--- src/rtl/wdt_pkg.sv ---
// Package: constants and types of the watchdog-capable timer
package wdt_pkg;

	// ------------------------------------------------------------
	// Register byte addresses
	// ------------------------------------------------------------
	localparam logic [31:0] ADDR_RELOAD_VALUE = 32'hFFFF0360;
	localparam logic [31:0] ADDR_CURRENT_COUNT = 32'hFFFF0364;
	localparam logic [31:0] ADDR_TIMER_TWO_CONTROL = 32'hFFFF0368;
	localparam logic [31:0] ADDR_WATCHDOG_SERVICE = 32'hFFFF036C;
	localparam logic [31:0] ADDR_IRQ_STATUS = 32'hFFFF0370;
	localparam logic [31:0] ADDR_IRQ_MASK = 32'hFFFF0374;

	// ------------------------------------------------------------
	// Control field positions and reset values
	// ------------------------------------------------------------
	localparam int CTL_COUNT_UP = 8;
	localparam int CTL_ENABLE = 7;
	localparam int CTL_PERIODIC = 6;
	localparam int CTL_WDOG = 5;
	localparam int CTL_SECURE = 4;
	localparam int CTL_PRESC_HI = 3;
	localparam int CTL_PRESC_LO = 2;
	localparam int CTL_IRQ_OPT = 1;
	localparam logic [15:0] CTL_WRITE_MASK = 16'h01FE;
	localparam logic [15:0] CTL_RESET = 16'h0000;
	localparam logic [15:0] RELOAD_RESET = 16'h0000;
	localparam logic [15:0] COUNT_RESET = 16'hFFFF;
	localparam logic [15:0] COUNT_FULL = 16'hFFFF;
	localparam logic [15:0] COUNT_ZERO = 16'h0000;

	// Prescale selections
	localparam logic [1:0] PRESC_DIV1 = 2'h0;
	localparam logic [1:0] PRESC_DIV16 = 2'h1;
	localparam logic [1:0] PRESC_DIV256 = 2'h2;
	localparam logic [7:0] PRESC_LAST16 = 8'h0F;
	localparam logic [7:0] PRESC_LAST256 = 8'hFF;

	// Interrupt status bits
	localparam int IRQ_TIMEOUT = 0;
	localparam int IRQ_SERVICED = 1;
	localparam int IRQ_BITS = 2;

	// ------------------------------------------------------------
	// Sequence register
	// ------------------------------------------------------------
	localparam logic [7:0] LFSR_TAPS = 8'h63;
	localparam logic [7:0] LFSR_RESET = 8'h00;
	localparam logic [7:0] SVC_FORBIDDEN = 8'h00;

	// ------------------------------------------------------------
	// Timing
	// ------------------------------------------------------------
	localparam int MCLK_HZ = 10_000_000;
	localparam int SRC_CLK_HZ = 32_768;
	localparam int SRC_TICK_CYC = MCLK_HZ / SRC_CLK_HZ;

	// ------------------------------------------------------------
	// Types
	// ------------------------------------------------------------
	typedef struct packed {
		logic wr;
		logic rd;
		logic [31:0] addr;
		logic [31:0] wdata;
	} wdt_bus_req_t;

	typedef enum logic [1:0] {
		WDT_OFF = 2'b00,
		WDT_RUN = 2'b01,
		WDT_WATCH = 2'b11,
		WDT_TRIP = 2'b10
	} wdt_mode_t;

endpackage

--- src/rtl/wdt_lfsr.sv ---
// Sequence register that produces the expected service values
`timescale 1ns/1ns
`default_nettype none
module wdt_lfsr
	import wdt_pkg::*;
(
	input wire logic mclk,
	input wire logic reset_n,
	input wire logic seed_load,
	input wire logic [7:0] seed,
	input wire logic advance,
	output logic [7:0] expected
);

	typedef struct packed {
		logic [7:0] seq;
	} wdt_lfsr_state_t;

	wdt_lfsr_state_t st_q;
	wdt_lfsr_state_t st_d;

	// Left shift with taps folded back; reproduces AA, 37, 6E, DC
	function automatic logic [7:0] lfsr_next(input logic [7:0] s);
		lfsr_next = {s[6:0], 1'b0} ^ (s[7] ? LFSR_TAPS : 8'h00);
	endfunction

	always_comb begin
		st_d = st_q;
		if (seed_load) begin
			st_d.seq = seed;
		end else if (advance) begin
			st_d.seq = lfsr_next(st_q.seq);
		end
	end

	always_ff @(posedge mclk or negedge reset_n) begin
		if (!reset_n) begin
			st_q <= '{seq: LFSR_RESET};
		end else begin
			st_q <= st_d;
		end
	end

	assign expected = st_q.seq;

	property p_advance;
		@(posedge mclk) disable iff (!reset_n)
		(advance && !seed_load) |=> (expected == lfsr_next($past(expected)));
	endproperty
	a_advance: assert property (p_advance) else $error("bad step");

endmodule
`default_nettype wire

--- src/rtl/wdt_timer.sv ---
// Watchdog-capable timer with secure clear, top level
//
// Summary of operation
// - Control bit 8 set counts up; clear (default) counts down.
// - Control bit 7 enables counting outside watchdog mode; cleared by default, timer holds unless bit 5 is set.
// - Bit 1 chooses interrupt instead of chip reset at watchdog expiry.
// - Outside watchdog mode a service write clears the timer interrupt; an accepted one in watchdog mode restarts the timeout.
// - Under secure clear only the expected sequence byte is accepted.
// - Expected values come from an 8-bit LFSR, x^8+x^6+x^5+x+1.
// - Service byte written before watchdog mode seeds the sequence.
// - A matching service write reloads the counter and steps the sequence.
// - A mismatching secure write resets the chip at once.
// - A zero byte always forces reset under secure clear; never seed zero.
// - The sequence register cannot be read back by software.
// - Watchdog mode starts by setting bit 5, after writing the reload.
// - Watchdog counts down from the current count; accepted service reloads counter.
// - In watchdog mode reload and control registers ignore writes.
// - Control bit 4 enables secure clear; off by default.
//
// The strobed register port was decided locally.
`timescale 1ns/1ns
`default_nettype none
module wdt_timer
	import wdt_pkg::*;
#(
	parameter int CLK_HZ = MCLK_HZ,
	parameter int SRC_HZ = SRC_CLK_HZ
)(
	input wire logic mclk,
	input wire logic reset_n,
	input wire wdt_bus_req_t bus_req,
	output logic [31:0] bus_rdata,
	output logic irq,
	output logic chip_reset_req
);

	// ------------------------------------------------------------
	// Elaboration checks and derived counts
	// ------------------------------------------------------------
	localparam int TICK_CYC = CLK_HZ / SRC_HZ;
	localparam int DIV_W = $clog2(TICK_CYC + 1);
	localparam logic [DIV_W-1:0] DIV_LAST = DIV_W'(TICK_CYC - 1);

	if (TICK_CYC < 1) begin : g_bad_rate
		$error("source clock faster than mclk");
	end

	// ------------------------------------------------------------
	// State
	// ------------------------------------------------------------
	typedef struct packed {
		logic [15:0] reload;
		logic [15:0] count;
		logic [15:0] ctrl;
		logic [IRQ_BITS-1:0] status;
		logic [IRQ_BITS-1:0] mask;
		logic [DIV_W-1:0] div;
		logic [7:0] pre;
		logic [31:0] rdata;
		logic irq;
		logic trip;
		wdt_mode_t mode;
	} wdt_state_t;

	wdt_state_t st_q;
	wdt_state_t st_d;

	logic [7:0] expected;
	logic svc_wr;
	logic [7:0] svc_byte;
	logic watching;
	logic secure;
	logic accepted;
	logic src_tick;
	logic tick;
	logic at_end;
	logic lfsr_seed;
	logic lfsr_step;

	// ------------------------------------------------------------
	// Service write decode
	// ------------------------------------------------------------
	assign svc_wr = bus_req.wr && (bus_req.addr == ADDR_WATCHDOG_SERVICE);
	assign svc_byte = bus_req.wdata[7:0];
	assign watching = st_q.ctrl[CTL_WDOG];
	assign secure = st_q.ctrl[CTL_SECURE];
	// Zero never matches: a zero seed would otherwise lock the sequence
	assign accepted = watching && svc_wr && (!secure ||
		(svc_byte == expected && svc_byte != SVC_FORBIDDEN));
	assign lfsr_seed = svc_wr && !watching;
	assign lfsr_step = accepted && secure;

	// Sequence value stays internal; no read path exists
	wdt_lfsr u_lfsr (
		.mclk(mclk),
		.reset_n(reset_n),
		.seed_load(lfsr_seed),
		.seed(svc_byte),
		.advance(lfsr_step),
		.expected(expected)
	);

	// ------------------------------------------------------------
	// Time base
	// ------------------------------------------------------------
	assign src_tick = (st_q.div == DIV_LAST);

	always_comb begin
		unique case (st_q.ctrl[CTL_PRESC_HI:CTL_PRESC_LO])
			PRESC_DIV16: tick = src_tick && (st_q.pre[3:0] == PRESC_LAST16[3:0]);
			PRESC_DIV256: tick = src_tick && (st_q.pre == PRESC_LAST256);
			default: tick = src_tick;
		endcase
	end

	assign at_end = (st_q.ctrl[CTL_COUNT_UP] && !watching) ?
		(st_q.count == COUNT_FULL) : (st_q.count == COUNT_ZERO);

	// ------------------------------------------------------------
	// Next state
	// ------------------------------------------------------------
	always_comb begin
		st_d = st_q;
		st_d.div = src_tick ? '0 : st_q.div + DIV_W'(1);
		if (src_tick) begin
			st_d.pre = st_q.pre + 8'h01;
		end

		// Register writes; reload and control locked once watchdog mode is on
		if (bus_req.wr && !watching) begin
			if (bus_req.addr == ADDR_RELOAD_VALUE) begin
				st_d.reload = bus_req.wdata[15:0];
			end
			if (bus_req.addr == ADDR_TIMER_TWO_CONTROL) begin
				st_d.ctrl = bus_req.wdata[15:0] & CTL_WRITE_MASK;
			end
		end
		if (bus_req.wr && bus_req.addr == ADDR_IRQ_MASK) begin
			st_d.mask = bus_req.wdata[IRQ_BITS-1:0];
		end

		// Read clears status; events below still win
		if (bus_req.rd && bus_req.addr == ADDR_IRQ_STATUS) begin
			st_d.status = '0;
		end
		if (svc_wr && !watching) begin
			st_d.status[IRQ_TIMEOUT] = 1'b0;
		end

		// Counting
		unique case (st_q.mode)
			WDT_RUN: begin
				if (tick) begin
					if (at_end) begin
						st_d.status[IRQ_TIMEOUT] = 1'b1;
						if (st_q.ctrl[CTL_PERIODIC]) begin
							st_d.count = st_q.reload;
						end else begin
							st_d.count = st_q.ctrl[CTL_COUNT_UP] ?
								COUNT_ZERO : COUNT_FULL;
						end
					end else if (st_q.ctrl[CTL_COUNT_UP]) begin
						st_d.count = st_q.count + 16'h0001;
					end else begin
						st_d.count = st_q.count - 16'h0001;
					end
				end
			end
			WDT_WATCH: begin
				if (tick) begin
					if (at_end) begin
						if (st_q.ctrl[CTL_IRQ_OPT]) begin
							st_d.status[IRQ_TIMEOUT] = 1'b1;
							st_d.count = st_q.reload;
						end else begin
							st_d.trip = 1'b1;
						end
					end else begin
						st_d.count = st_q.count - 16'h0001;
					end
				end
			end
			default: begin
				st_d.count = st_q.count;
			end
		endcase

		// Service write restarts the timeout or trips the chip
		if (accepted) begin
			st_d.count = st_q.reload;
			st_d.status[IRQ_SERVICED] = 1'b1;
		end else if (watching && svc_wr) begin
			st_d.trip = 1'b1;
		end

		// Mode follows control; trip holds until reset
		if (st_d.trip) begin
			st_d.mode = WDT_TRIP;
		end else if (st_d.ctrl[CTL_WDOG]) begin
			st_d.mode = WDT_WATCH;
		end else if (st_d.ctrl[CTL_ENABLE]) begin
			st_d.mode = WDT_RUN;
		end else begin
			st_d.mode = WDT_OFF;
		end

		st_d.irq = |(st_d.status & st_d.mask);

		// Read data valid only the cycle after the strobe
		st_d.rdata = 32'h00000000;
		if (bus_req.rd) begin
			unique case (bus_req.addr)
				ADDR_RELOAD_VALUE: st_d.rdata = {16'h0000, st_q.reload};
				ADDR_CURRENT_COUNT: st_d.rdata = {16'h0000, st_q.count};
				ADDR_TIMER_TWO_CONTROL: st_d.rdata = {16'h0000, st_q.ctrl};
				ADDR_IRQ_STATUS: st_d.rdata = {30'h0, st_q.status};
				ADDR_IRQ_MASK: st_d.rdata = {30'h0, st_q.mask};
				default: st_d.rdata = 32'h00000000;
			endcase
		end
	end

	always_ff @(posedge mclk or negedge reset_n) begin
		if (!reset_n) begin
			st_q <= '{reload: RELOAD_RESET, count: COUNT_RESET,
				ctrl: CTL_RESET, status: '0, mask: '0, div: '0,
				pre: 8'h00, rdata: 32'h00000000, irq: 1'b0,
				trip: 1'b0, mode: WDT_OFF};
		end else begin
			st_q <= st_d;
		end
	end

	assign bus_rdata = st_q.rdata;
	assign irq = st_q.irq;
	assign chip_reset_req = st_q.trip;

	// ------------------------------------------------------------
	// Checks
	// ------------------------------------------------------------
	property p_lock;
		@(posedge mclk) disable iff (!reset_n)
		(watching && bus_req.wr) |=> $stable(st_q.ctrl) && $stable(st_q.reload);
	endproperty
	a_lock: assert property (p_lock) else $error("locked reg changed");

	property p_direction;
		@(posedge mclk) disable iff (!reset_n)
		(st_q.mode == WDT_RUN && tick && !at_end && !svc_wr) |=>
		(st_q.count == ($past(st_q.ctrl[CTL_COUNT_UP]) ?
			$past(st_q.count) + 16'h0001 : $past(st_q.count) - 16'h0001));
	endproperty
	a_direction: assert property (p_direction) else $error("bad step");

	property p_disabled;
		@(posedge mclk) disable iff (!reset_n)
		(st_q.mode == WDT_OFF && !svc_wr) |=> $stable(st_q.count);
	endproperty
	a_disabled: assert property (p_disabled) else $error("count moved");

	property p_expire_reset;
		@(posedge mclk) disable iff (!reset_n)
		(st_q.mode == WDT_WATCH && tick && at_end && !st_q.ctrl[CTL_IRQ_OPT])
		|=> chip_reset_req;
	endproperty
	a_expire_reset: assert property (p_expire_reset) else $error("missed");

	property p_expire_irq;
		@(posedge mclk) disable iff (!reset_n)
		(st_q.mode == WDT_WATCH && tick && at_end && st_q.ctrl[CTL_IRQ_OPT]
		&& !svc_wr) |=> st_q.status[IRQ_TIMEOUT] && !chip_reset_req;
	endproperty
	a_expire_irq: assert property (p_expire_irq) else $error("no irq");

	property p_mismatch;
		@(posedge mclk) disable iff (!reset_n)
		(watching && secure && svc_wr && svc_byte != expected) |=> chip_reset_req;
	endproperty
	a_mismatch: assert property (p_mismatch) else $error("bad byte kept");

	property p_reload;
		@(posedge mclk) disable iff (!reset_n)
		accepted |=> (st_q.count == $past(st_q.reload)) && !chip_reset_req;
	endproperty
	a_reload: assert property (p_reload) else $error("no reload");

	property p_seed;
		@(posedge mclk) disable iff (!reset_n)
		lfsr_seed |=> (expected == $past(svc_byte));
	endproperty
	a_seed: assert property (p_seed) else $error("seed not taken");

	property p_irq_out;
		@(posedge mclk) disable iff (!reset_n)
		(st_q.status[IRQ_TIMEOUT] && st_q.mask[IRQ_TIMEOUT]) |-> irq;
	endproperty
	a_irq_out: assert property (p_irq_out) else $error("irq low");

endmodule
`default_nettype wire

--- config.mk ---
export PLATFORM = sky130hd
export DESIGN_NAME = wdt_timer
export DESIGN_NICKNAME = d
export VERILOG_FILES = /design/src/rtl/wdt_pkg.sv /design/src/rtl/wdt_lfsr.sv /design/src/rtl/wdt_timer.sv
export SDC_FILE = /design/constraint.sdc
export NUM_CORES = 1
export LEC_CHECK = 0
export ABC_AREA = 0
export BUFFER_PORTS_ARGS = -buffer_cell sky130_fd_sc_hd__buf_4
export CAP_MARGIN = 25
export CORE_MARGIN = 5
export CORE_UTILIZATION = 58
export CTS_BUF_LIST = sky130_fd_sc_hd__clkbuf_4 sky130_fd_sc_hd__clkbuf_8
export DETAILED_ROUTE_END_ITERATION = 6
export PLACE_DENSITY = 0.83
export RECOVER_POWER = 50
export SETUP_SLACK_MARGIN = 0.3
export SLEW_MARGIN = 20
export SYNTH_ARGS = -nofsm -noshare
export SYNTH_HDL_FRONTEND = slang
export SYNTH_SLANG_ARGS = --single-unit
--- constraint.sdc ---
create_clock -name mclk -period 3.4 [get_ports mclk]
set_clock_uncertainty 0.1 [all_clocks]
set_input_delay 0.68 -clock mclk [delete_from_list [all_inputs] [get_ports mclk]]
set_output_delay 0.68 -clock mclk [all_outputs]
set_load 0.01 [all_outputs]
# Word level (Yosys, flattened, before mapping)
# Cells that the tools add are included.
[classes]
n_mux = 39
addsub = 4
n_mul = 0
n_shift = 0
n_lt_le_gt_ge = 0
n_eq_ne = 18
div_mod_pow = 0
reduce_logical = 23
bitwise = 2
[ops]
columns = ["op", "count"]
rows = [
  ["== test 32 bit (second input constant)", 6],
  ["two-way mux 16 bit", 10],
  ["one-hot mux 16 bit (5 select lines)", 1],
  ["two-way mux 8 bit", 4],
  ["one-hot mux 16 bit (2 select lines)", 1],
  ["adder 16 x 1 -> 16 bit (second input constant)", 1],
  ["== test 16 bit (second input constant)", 1],
  ["logical NOT 16 bit", 1],
  ["subtractor 16 x 1 -> 16 bit (second input constant)", 1],
  ["two-way mux 1 bit", 15],
  ["logical AND 1 bit", 12],
  ["adder 9 x 1 -> 9 bit (second input constant)", 1],
  ["== test 9 bit (second input constant)", 1],
  ["two-way mux 9 bit", 1],
  ["adder 8 x 1 -> 8 bit (second input constant)", 1],
  ["== test 8 bit", 1],
  ["== test 8 bit (second input constant)", 1],
  ["two-way mux 2 bit", 4],
  ["nonzero test 8 bit", 1],
  ["bitwise XOR 8 bit", 1],
  ["two-way mux 7 bit", 1],
  ["inequality test 3 bit (second input constant)", 2],
  ["== test 2 x 1 -> 1 bit (second input constant)", 2],
  ["== test 2 bit (second input constant)", 2],
  ["other kinds (11)", 14],
]
[word_totals]
memories = 0
output_inout_bits = 34
elab_cells = 99
ram_bits = 0
latchBits = 0
rom_bits = 0
register_bits = 105

# Logic depth before layout (Yosys ltp)
# Gate-level depths: netlist of run 1.
[logic_depth]
word_depth = 10
mapped_depth = 9
ltp_nobuf = 8

# Modules after synthesis
# A second synthesis of run 1 with hierarchy kept.
[unflattened]
cells_unflattened = 557
area_unflattened_um2 = 5315.1
[by_module_without_submodules]
columns = ["mod", "cells_per_inst", "seq_area_each_um2", "instances", "area_per_inst_um2"]
rows = [
  ["wdt_timer", 518, 2047.0, 1, 4907.2],
  ["wdt_lfsr", 39, 200.2, 1, 407.9],
]

# Least setup slack after synthesis of run 1
# OpenSTA, ideal clock, no wires.
[synth_timing]
path_kind = "input to register"
start = "input bus_req[33] (netlist name)"
end = "register st_q[100] (netlist name)"
arrival_time_ps = 2468
path_stages = 6
n_path_buf = 1
setup_slack_ps = 707
cell_sequence = "nor4b_1 and4b_1 nand3_1 nor4_4 buf_2 mux2_2"
[synth_between]
elab_chain_len = 2
[synth_rtl]
columns = ["item", "line_no", "text"]
rows = [
  ["start, declared", "wdt_timer.sv:31", "input wire wdt_bus_req_t bus_req,"],
  ["== test 32 bit", "wdt_timer.sv:131", "if (bus_req.addr == ADDR_RELOAD_VALUE) begin"],
  ["AND reduction 2 bit (no source line)", "-", ""],
  ["end signal, assigned", "wdt_timer.sv:225", "st_q <= '{reload: RELOAD_RESET, count: COUNT_RESET,"],
  ["end signal, assigned", "wdt_timer.sv:230", "st_q <= st_d;"],
  ["end, declared", "wdt_timer.sv:65", "wdt_state_t st_q;"],
]
# Every way passes these cells.
# A chain may end at the register's enable or synchronous reset.

# Worst setup path after layout of run 1
[layout_timing]
start = "register st_q[73] (netlist name)"
end = "register st_q[78] (netlist name)"
[layout_between]
elab_chain_len = 6
elab_cells_between_ends = 14
cone_classes = "add/sub: 2; eq/ne: 2; mux: 8; reduce/logical: 2"
[layout_rtl]
columns = ["item", "line_no", "text"]
rows = [
  ["subtractor 16 x 1 -> 16 bit (tied with other cells)", "wdt_timer.sv:165, wdt_timer.sv:179", ""],
  ["two-way mux 16 bit / two-way mux 1 bit (equally long branches)", "wdt_timer.sv:162, wdt_timer.sv:116", ""],
  ["two-way mux 16 bit, on equally long branches", "wdt_timer.sv:154, wdt_timer.sv:171", ""],
  ["two-way mux 16 bit, on equally long branches", "wdt_timer.sv:153, wdt_timer.sv:170", ""],
  ["one-hot mux 16 bit (2 select lines)", "wdt_timer.sv:151", "unique case (st_q.mode)"],
  ["two-way mux 16 bit", "wdt_timer.sv:189", "if (accepted) begin"],
]
# Several ways; a longest one is shown, not always the timed one. The select of a mux whose other input is x is not followed.

==> metrics, run 1 <==
chip height approximately 110 µm; Worst setup SP type register; final setup vio count 0; worst hold path class reg2reg; core footprint 0.009284 mm²; Reg clk slew, reported paths around 0.090 ns; Die ar. ~0.012 mm²; Critical Path Fanout Max 12; Slew HR -35.10%; worst flop-to-flop path endpoint st_q[78]; DIE WIDTH ~110 µm; critical path, cell by cell ha_1, nand4b_1, or3b_2, o2111ai_4, or2_4, a22oi_1, a21oi_1; Post-Synthesis Cells about 570; vias in the first global route 4,360; Final WS setup 0.5934 ns; Max stage delay on crit path between 0.6 and 0.7 ns; r2r worst-path depth 7; post-synth design cell area roughly 0.0055 mm²; nets a little under 700; post-synth top area cell dfrtp_1; average size of a mapped cell ~10 µm²; # hold bufs at CTS 0; residual DRC count 0; r2r setup slk approximately 0.6 ns; number of flops mapped to enable cells by yosys 0; WL final 13.72 mm; total power 1924 µW; sequential cell area fraction in the yosys report approximately two fifths; Req. time, crit path approximately 3.6 ns; vias per cell 6.180; Final Max Tran Viols 86; kind of critical path reg2reg; TritonCTS Buffers 9; Root Driver clkbuf_8; DP Wirelength 10.15 mm; TritonCTS clock tree done; WL per Instance ~18 µm; Routed Antenna Nets 0; WP data arrival 2.99 ns; final instance area between 0.006 and 0.007 mm²; CTS H-Tree Depth 3; critical path endpoint st_q[78]; initial core utilization around 60%; Synth top area share between 30% and 40%; DR iter-0 viols between 400 and 500; flop and latch count out of synthesis slightly below 90; IO Pins 102; grt total ovfl 0; Pwr Density around 310 mW/mm²; DR pass1 iterations 6; failing checks capacitance limit, slew limit; fmax around 360 MHz; PostCTS Resize Cnt 0; clk buf depth 2; initial antenna violation count 0; Worst setup EP type register; HP Start st_q[43]; Lkg Pwr approximately 0.0028 µW; Filler Cell Count 769; RSZ-0062 raised after global routing no; synth top area cells dfrtp_1 (33%), dfstp_2 (7.6%), mux2_2 (5.1%); DR vias around 4,600; final setup TNS 0 ns; routability cong. 0.9449; slowest CP cell dfstp_2; Ys Warns 0; R2R Path Start st_q[73]; Post-CTS Setup Bufs 0; peak supply drop 0.2550 mV; Place WS just under 0.4 ns; Clock Sinks 89; first-pass GRT wire length approximately 23 mm; slew at the pin with the worst max-slew slack about 2 ns; Distinct cells, synth between 70 and 80; PortBufs 69; share of layout cells above drive strength 1 between 20% and 30%; Final Hold Fails 0; DP Cell Count between 700 and 800; Post-synth ARST share 100.0%; Most used DFF post-synth dfrtp_1; Final min period between 2 and 3 ns; largest net degree at the start of global routing 86; Final period util 82.55%; Antenna Cells 0; synth cell count leaders dfrtp_1 (73), nor2_1 (46), a21oi_1 (35), buf_4 (34), nand2_1 (31); area delta synth->final 11.00%; Layout Cells excl Fill around 740; GR Util All Layers about a quarter; status finished with violations; FP Rows 35; max_cap viols 1; clock latency on the worst-skew pair ~0.36 ns; Post-DP Area 0.005989 mm²; most frequent cell after synthesis dfrtp_1; Critical Path Start st_q[73]
-- worst min path at each step --
| stage | end | cells past startpoint |
|---|---|---|
| after floorplan | bus_rdata[0] | 0 |
| after global placement | st_q[43] | 1 |
| after detailed placement | st_q[43] | 1 |
| after CTS | st_q[43] | 1 |
| after global routing | st_q[98] | 2 |
| final | st_q[43] | 1 |
-- where the power goes --
group          switching [µW]  total, µW  internal (µW)
Combinational            60.5        108           47.5
Sequential         0.00000628       1060           1060
Clock                     395        757            363
Total                     455       1920           1470
-- layer usage --
layer	vias to the layer above	wire length [µm]	global-route usage, %
met5	-	0	0
met4	0	117	5.230
met3	15	1108	4.679
met2	218	6605	39.17
met1	2253	5889	34.69
li1	2106	-	-
-- state kept, by name, summed over array words and instances, names as in the netlist --
name	cells
secure	1
chip_reset_req	1
bus_rdata	16
irq	1
u_lfsr.expected	8
st_q	62
-- stage by stage --
| step | util, % | hold WS (ns) |
|---|---|---|
| 4_1_cts | 66.70 | 0.3795 |
| 5_1_grt | 66.35 | 0.4122 |
| 3_5_place_dp | 64.51 | 0.3636 |
| 2_1_floorplan | - | 0.2844 |
| 6_report | 66.35 | 0.3742 |
| 3_3_place_gp | 64.51 | 0.3605 |
-- cell usage in the layout, fill, tap and decap left out, types with 11 or more instances in the layout --
master    count
dfrtp_1      73
buf_4        73
nor2_1       46
a21oi_1      35
nand2_1      31
mux2_2       25
nand3_1      22
xor2_1       22
inv_1        21
nand4_1      19
conb_1       16
dfstp_2      16
xnor2_1      13
nor3_1       11
o211ai_1     11
-- logic make-up (layout without fill, tap and decap cells) --
group           after synthesis  count (layout)  synth area share, %
buf+inv                      85             119                8.613
mux                          37              37                7.689
simple gates                186             186                19.26
flops                        89              89                40.50
xor+xnor                     35              35                5.524
fa+ha+maj                     7               7                1.578
compound gates              125             125                16.78
other cells                   1              16              0.06758
-- worst max-delay path: cells and delay by family (launching register included) --
kind | cells | cell delay, ns
flops | 1 | 0.62
fa+ha+maj | 1 | 0.30
simple gates | 3 | 1.12
compound gates | 3 | 0.60
-- final cells by class --
cell class,count,area [µm²],area share [%]
Multi-Input combinational cell,406,2887,46.86
Sequential cell,89,2247,36.48
Timing Repair Buffer,82,583.1,9.466
Tap cell,129,161.4,2.620
Clock buffer,10,137.6,2.234
Inverter,21,78.83,1.280
Clock inverter,6,65.06,1.056
(Power assumes the default switching activity.)
==> inputs of run 2 (changes only) <==
clock period = 2.9 ns   (was 3.4 ns; I/O delays follow)
==> run 2 against run 1 <==
Net effect:
- the run still ends with capacitance limit, slew limit left
- sequential power rose by 17%
- register-to-register slack lost 0.21 ns
- cell count grew 3.6%
- wire length is 6.0% higher
- hold slack worse by 0.017 ns
- via count is 2.7% higher
- highest routed layer unchanged
- power up 24%
- die area unchanged
- critical path depth is the same
- combinational power up 19%
- final area is 5.2% higher
==> metrics, run 2 (synthesis gave the netlist of run 1 again) <==
PortBufs 69 (unchanged); Critical Path Fanout Max 6 (-6); DR vias 4,717 (+2.7%); initial antenna violation count 0 (unchanged); Routed Antenna Nets 0 (unchanged); failing checks capacitance limit, slew limit; DR pass1 iterations 5 (-1); worst flop-to-flop path endpoint st_q[1]; Lkg Pwr 0.002952 µW (+6.0%); Layout Cells excl Fill 770 (+3.6%); IO Pins 102 (unchanged); TritonCTS clock tree done; Die ar. 0.01162 mm² (unchanged); Layout Utilization 69.80% (+3.5 points); slowest CP cell dfrtp_1; first-pass GRT wire length 23.27 mm (+3.2%); DP Wirelength 10.60 mm (+4.4%); Pwr Density 367.5 mW/mm² (+18%); FP Rows 35 (unchanged); Final min period 2.520 ns (-0.2867 ns); Clock Sinks 89 (unchanged); # hold bufs at CTS 0 (unchanged); slew at the pin with the worst max-slew slack 1.610 ns (-0.4161 ns); HP Start bus_req[10]; nets 711 (+3.9%); max reg flops 62 (unchanged); critical path, cell by cell xor2_1, a2111oi_0, o211ai_1, buf_4, nor4b_1, or3_1, or2_2; WL final 14.55 mm (+6.0%); Antenna Cells 0 (unchanged); residual DRC count 0 (unchanged); vias per cell 6.126 (-0.88%); share of layout cells above drive strength 1 30.58% (+3.7 points); vias in the first global route 4,570 (+4.8%); DP Cell Count 738 (+1.5%); DIE WIDTH 107.8 µm (unchanged); final setup TNS 0 ns (unchanged); Largest Register st_q; largest net degree at the start of global routing 61 (-29%); Max stage delay on crit path 0.44 ns (-0.18 ns); WL per Instance 18.90 µm (+2.3%); most frequent cells in the layout buf_4 (97), dfrtp_1 (73), nor2_1 (46), a21oi_1 (35), nand2_1 (31); core footprint 0.009284 mm² (unchanged); chip height 107.8 µm (unchanged); Sequential Area 0.002247 mm² (unchanged); GR Util All Layers 25.23% (+0.75 points); Worst setup SP type register; R2R Path Start u_lfsr.expected[4]; clk buf depth 2 (unchanged); Reg clk slew, reported paths 0.09 ns (about the same); hold depth 2 (+1); peak supply drop 0.2768 mV (+8.5%); initial core utilization 59.77% (unchanged); fmax 396.8 MHz (+11%); final setup vio count 0 (unchanged); routability cong. 0.9524 (+0.79%); grt total ovfl 0 (unchanged); DR iter-0 viols 480 (-0.83%); RSZ-0062 raised after global routing yes; status finished with violations; Final Max Tran Viols 30 (-65%); Root Driver clkbuf_8; r2r worst-path depth 7 (unchanged); area delta synth->final 16.78%; kind of critical path reg2reg; r2r setup slk 0.38 ns (-0.21 ns); TritonCTS Buffers 9 (unchanged); Worst Hold End st_q[99]; CTS H-Tree Depth 3 (unchanged); Worst setup EP type register; WP data arrival 2.65 ns (-0.34 ns); multi-input combinational cell area 0.002899 mm² (+0.43%); Final Hold Fails 0 (unchanged); Final period util 86.89% (+4.3 points); Slew HR -7.361% (+28 points); max_cap viols 1 (unchanged); Filler Cell Count 701 (-8.8%); Req. time, crit path 3.03 ns (-0.56 ns); clock latency on the worst-skew pair 0.36 ns (about the same); commonest non-fill, non-tap cell in the layout buf_4; worst hold path class in2reg
## run 2: cell types whose count changed in the layout (fill, tap and decap cells not counted), sizes merged
cell      previous run  this run
bufinv               1         2
buf                 73       102
clkinvlp             1         0
inv                 23        21
## run 2: final cells by class
| type | count | share of cell area, % |
|---|---|---|
| multi-input combinational | 406 | 44.74 |
| clock inverter | 4 | 1.139 |
| sequential | 89 | 34.68 |
| timing repair buffer | 109 | 13.19 |
| inverter | 21 | 1.216 |
| clock buffer | 12 | 2.549 |
| tap | 129 | 2.491 |
## run 2: timing repair
action                     4_1_cts  5_1_grt
setup endpoints to repair       22       17
pin swaps                        5        4
resized for setup                0        4
setup buffers                    7        9
## run 2: through the flow
stage          setup slack (ns)  instance area, µm²  power [µW]  hold slack, ns
2_1_floorplan            0.3070                5605        1312          0.1844
4_1_cts                  0.3294                6426        2391         0.04440
6_report                 0.3801                6480        2382          0.3573
3_5_place_dp            0.03621                6097        1394          0.3788
3_3_place_gp             0.1403                6097        1391          0.3604
5_1_grt                  0.2603                6480        2469          0.3400
## run 2: how the worst max path moves through the flow
stage	start	endpoint	slack (ns)	cells past startpoint
global route	st_q[81]	st_q[77]	0.26	7
detailed placement	bus_req[33]	irq	0.04	7
global placement	bus_req[33]	irq	0.14	7
floorplan	bus_req[33]	st_q[100]	0.31	6
CTS	st_q[79]	irq	0.33	6
finish	u_lfsr.expected[4]	st_q[1]	0.38	7
## run 2: worst max-delay path: cells and delay by family (launching register included)
family / cells / cell delay (ns)
DFF: 1 / 0.44
AOI/OAI and AO/OA: 2 / 0.65
xor gates and xnor gates: 1 / 0.18
and+or+nand+nor: 3 / 0.81
buffers and inverters: 1 / 0.21
## run 2: where the power goes
| group | total, µW | leakage [µW] | internal (µW) | switching [µW] |
|---|---|---|---|---|
| combinational | 129 | 0.00167 | 57.8 | 71.0 |
| sequential | 1240 | 0.00116 | 1240 | 0.00000750 |
| clock | 1010 | 0.000123 | 557 | 455 |
## run 2: per-layer routing
metal | up-vias | part of all wire, % | GRT usage (%)
met5 | - | 0 | 0
met4 | 0 | 1.6 | 7.214
met3 | 26 | 8.1 | 5.279
met2 | 214 | 48 | 40.67
met1 | 2315 | 43 | 34.37
li1 | 2162 | - | -
==> inputs of run 3 (changes only) <==
CORE_ASPECT_RATIO = 0.75   (was not set)
==> run 3 against run 2 <==
Net effect:
- the flow finishes with violations (DRC)
- power decreased by 5.9%
- cell count decreased by 0.26%
- sequential power about the same
- register-to-register slack got worse by 0.03 ns
- clock-buffer cell count decreased by 1
- via count increased by 0.55%
- highest routed layer is now met5
==> metrics, run 3 (synthesis gave the netlist of run 1 again) <==
final setup TNS 0 ns (unchanged); most frequent cells in the layout buf_4 (97), dfrtp_1 (73), nor2_1 (46), a21oi_1 (35), nand2_1 (31); worst hold path class in2async; core footprint 0.009196 mm² (-0.94%); switching part of the total 22.41% (+0.34 points); peak supply drop 0.3390 mV (+22%); WL final 14.28 mm (-1.9%); Reg clk slew, reported paths 0.09 ns (about the same); DR vias 4,743 (+0.55%); DR iter-0 viols 733 (+53%); nets 710 (-0.14%); clock latency on the worst-skew pair 0.37 ns (about the same); residual DRC count 57 (+57); fmax 392.8 MHz (-1.0%); vias per cell 6.176 (+0.81%); Post-DP Area 0.006103 mm² (+0.10%); max reg flops 62 (unchanged); vias in the first global route 4,561 (-0.20%); combinational power share 5.7% (+0.3 points); Req. time, crit path 3.05 ns (+0.02 ns); final instance area 0.006414 mm² (-1.0%); DR pass1 iterations 7 (+2); largest net degree at the start of global routing 48 (-21%); Antenna Cells 0 (unchanged); total power 2241 µW (-5.9%); TritonCTS Buffers 9 (unchanged); Largest Register st_q; Pwr Density 349.4 mW/mm² (-4.9%); failing checks DRC; chip height 94.71 µm (-12%); max_cap viols 0 (-1); routability cong. 0.9711 (+2.0%); WP data arrival 2.70 ns (+0.05 ns); initial antenna violation count 0 (unchanged); Lkg Pwr 0.002920 µW (-1.1%); Worst setup SP type register; sequential share of power 55.4% (+3.3 points); Routed Antenna Nets 0 (unchanged); status finished with violations; Final Hold Fails 0 (unchanged); cell internal pwr 1739 µW (-6.3%); kind of critical path reg2reg; Final period util 87.78% (+0.89 points); Critical Path Fanout Max 7 (+1); first-pass GRT wire length 22.84 mm (-1.8%); area delta synth->final 15.58%; slew at the pin with the worst max-slew slack 1.124 ns (-0.4860 ns); # hold bufs at CTS 0 (unchanged); Die ar. 0.01164 mm² (+0.18%); RSZ-0062 raised after global routing yes; Filler Cell Count 684 (-2.4%); Clock Sinks 89 (unchanged); Final min period 2.546 ns (+0.02568 ns); share of layout cells above drive strength 1 30.94% (+0.36 points); commonest non-fill, non-tap cell in the layout buf_4; CTS H-Tree Depth 3 (unchanged); PortBufs 69 (unchanged); final setup vio count 0 (unchanged); Layout Utilization 69.74% (about the same); clk buf depth 2 (unchanged); grt total ovfl 0 (unchanged); TritonCTS clock tree done; Worst setup EP type register; DP Wirelength 10.17 mm (-4.1%); initial core utilization 60.34% (+0.57 points); WL per Instance 18.59 µm (-1.6%); Switch Pwr 502.2 µW (-4.5%); DIE WIDTH 122.9 µm (+14%); Final Max Tran Viols 0 (-100%); IO Pins 102 (unchanged); GR Util All Layers 25.13% (-0.10 points); Root Driver clkbuf_8; Slew HR 25.04% (+32 points); clock network power share 39.0% (-3.5 points); FP Rows 30 (-14%)
==> run 3: cell types whose count changed in the layout (fill, tap and decap cells not counted), moves of 2 or more <==
cell,previous run,this run
buf_12,5,1
clkbuf_2,0,2
clkinv_2,1,3
nor3_1,11,9
nor3_2,0,2
==> run 3: per-stage QoR <==
step                hold WS [ns]  cells  setup slack, ns
finish                    0.2733    768           0.3544
CTS                       0.1044    757           0.2960
global placement          0.3618    738           0.1112
detailed placement        0.3744    738         0.006142
floorplan                 0.1844    580           0.3070
global route              0.3334    768           0.2729
==> run 3: critical path, cell delays in order (launching register included) <==
cell	delay, ns
dfstp_2	0.64
inv_1	0.11
ha_1	0.21
inv_1	0.05
a211o_1	0.24
o32a_1	0.29
nor3_1	0.08
or3_1	0.41
or2_2	0.31
==> run 3: worst paths after layout <==
kind	startpoint	end	slack, ns	cells after the start
hold reg to reg	st_q[43]	st_q[43]	0.40	1
min in group mclk	bus_req[15]	st_q[104]	0.34	2
setup / recovery	st_q[73]	st_q[1]	0.35	8
max in group asynchronous	reset_n	bus_rdata[12]	0.77	2
hold / removal	reset_n	st_q[92]	0.27	1
setup reg to reg	st_q[73]	st_q[1]	0.35	8
==> run 3: layer usage <==
layer,GRT usage [%],wire length [µm],part of all wire (%),vias up
li1,-,-,-,2160
met1,33.00,5733,40,2300
met2,38.97,6579,46,240
met3,8.144,1582,11,41
met4,8.574,355,2.5,2
met5,3.125,26,0.18,-
==> run 3: what timing repair did <==
item,in CTS,in global routing
pin swaps,2,7
resized for setup,2,7
cloned,1,0
setup buffers,2,11
endpoints found under the setup margin,7,30
==> run 3: power by group through the flow <==
stage	Combinational (µW)	Sequential, µW	Clock [µW]
after floorplan	47.0	1270	0
after global placement	125	1260	0
after detailed placement	130	1260	0
after CTS	130	1240	888
after global routing	140	1240	947
final	127	1240	873
==> run 3: layout make-up <==
cell class | count | area (µm²) | share of cell area (%)
timing repair buffer | 107 | 792.0 | 12.35
multi-input combinational | 407 | 2930 | 45.69
inverter | 21 | 78.83 | 1.229
clock buffer | 11 | 151.4 | 2.361
tap | 128 | 160.2 | 2.497
sequential | 89 | 2247 | 35.04
clock inverter | 5 | 53.80 | 0.8389
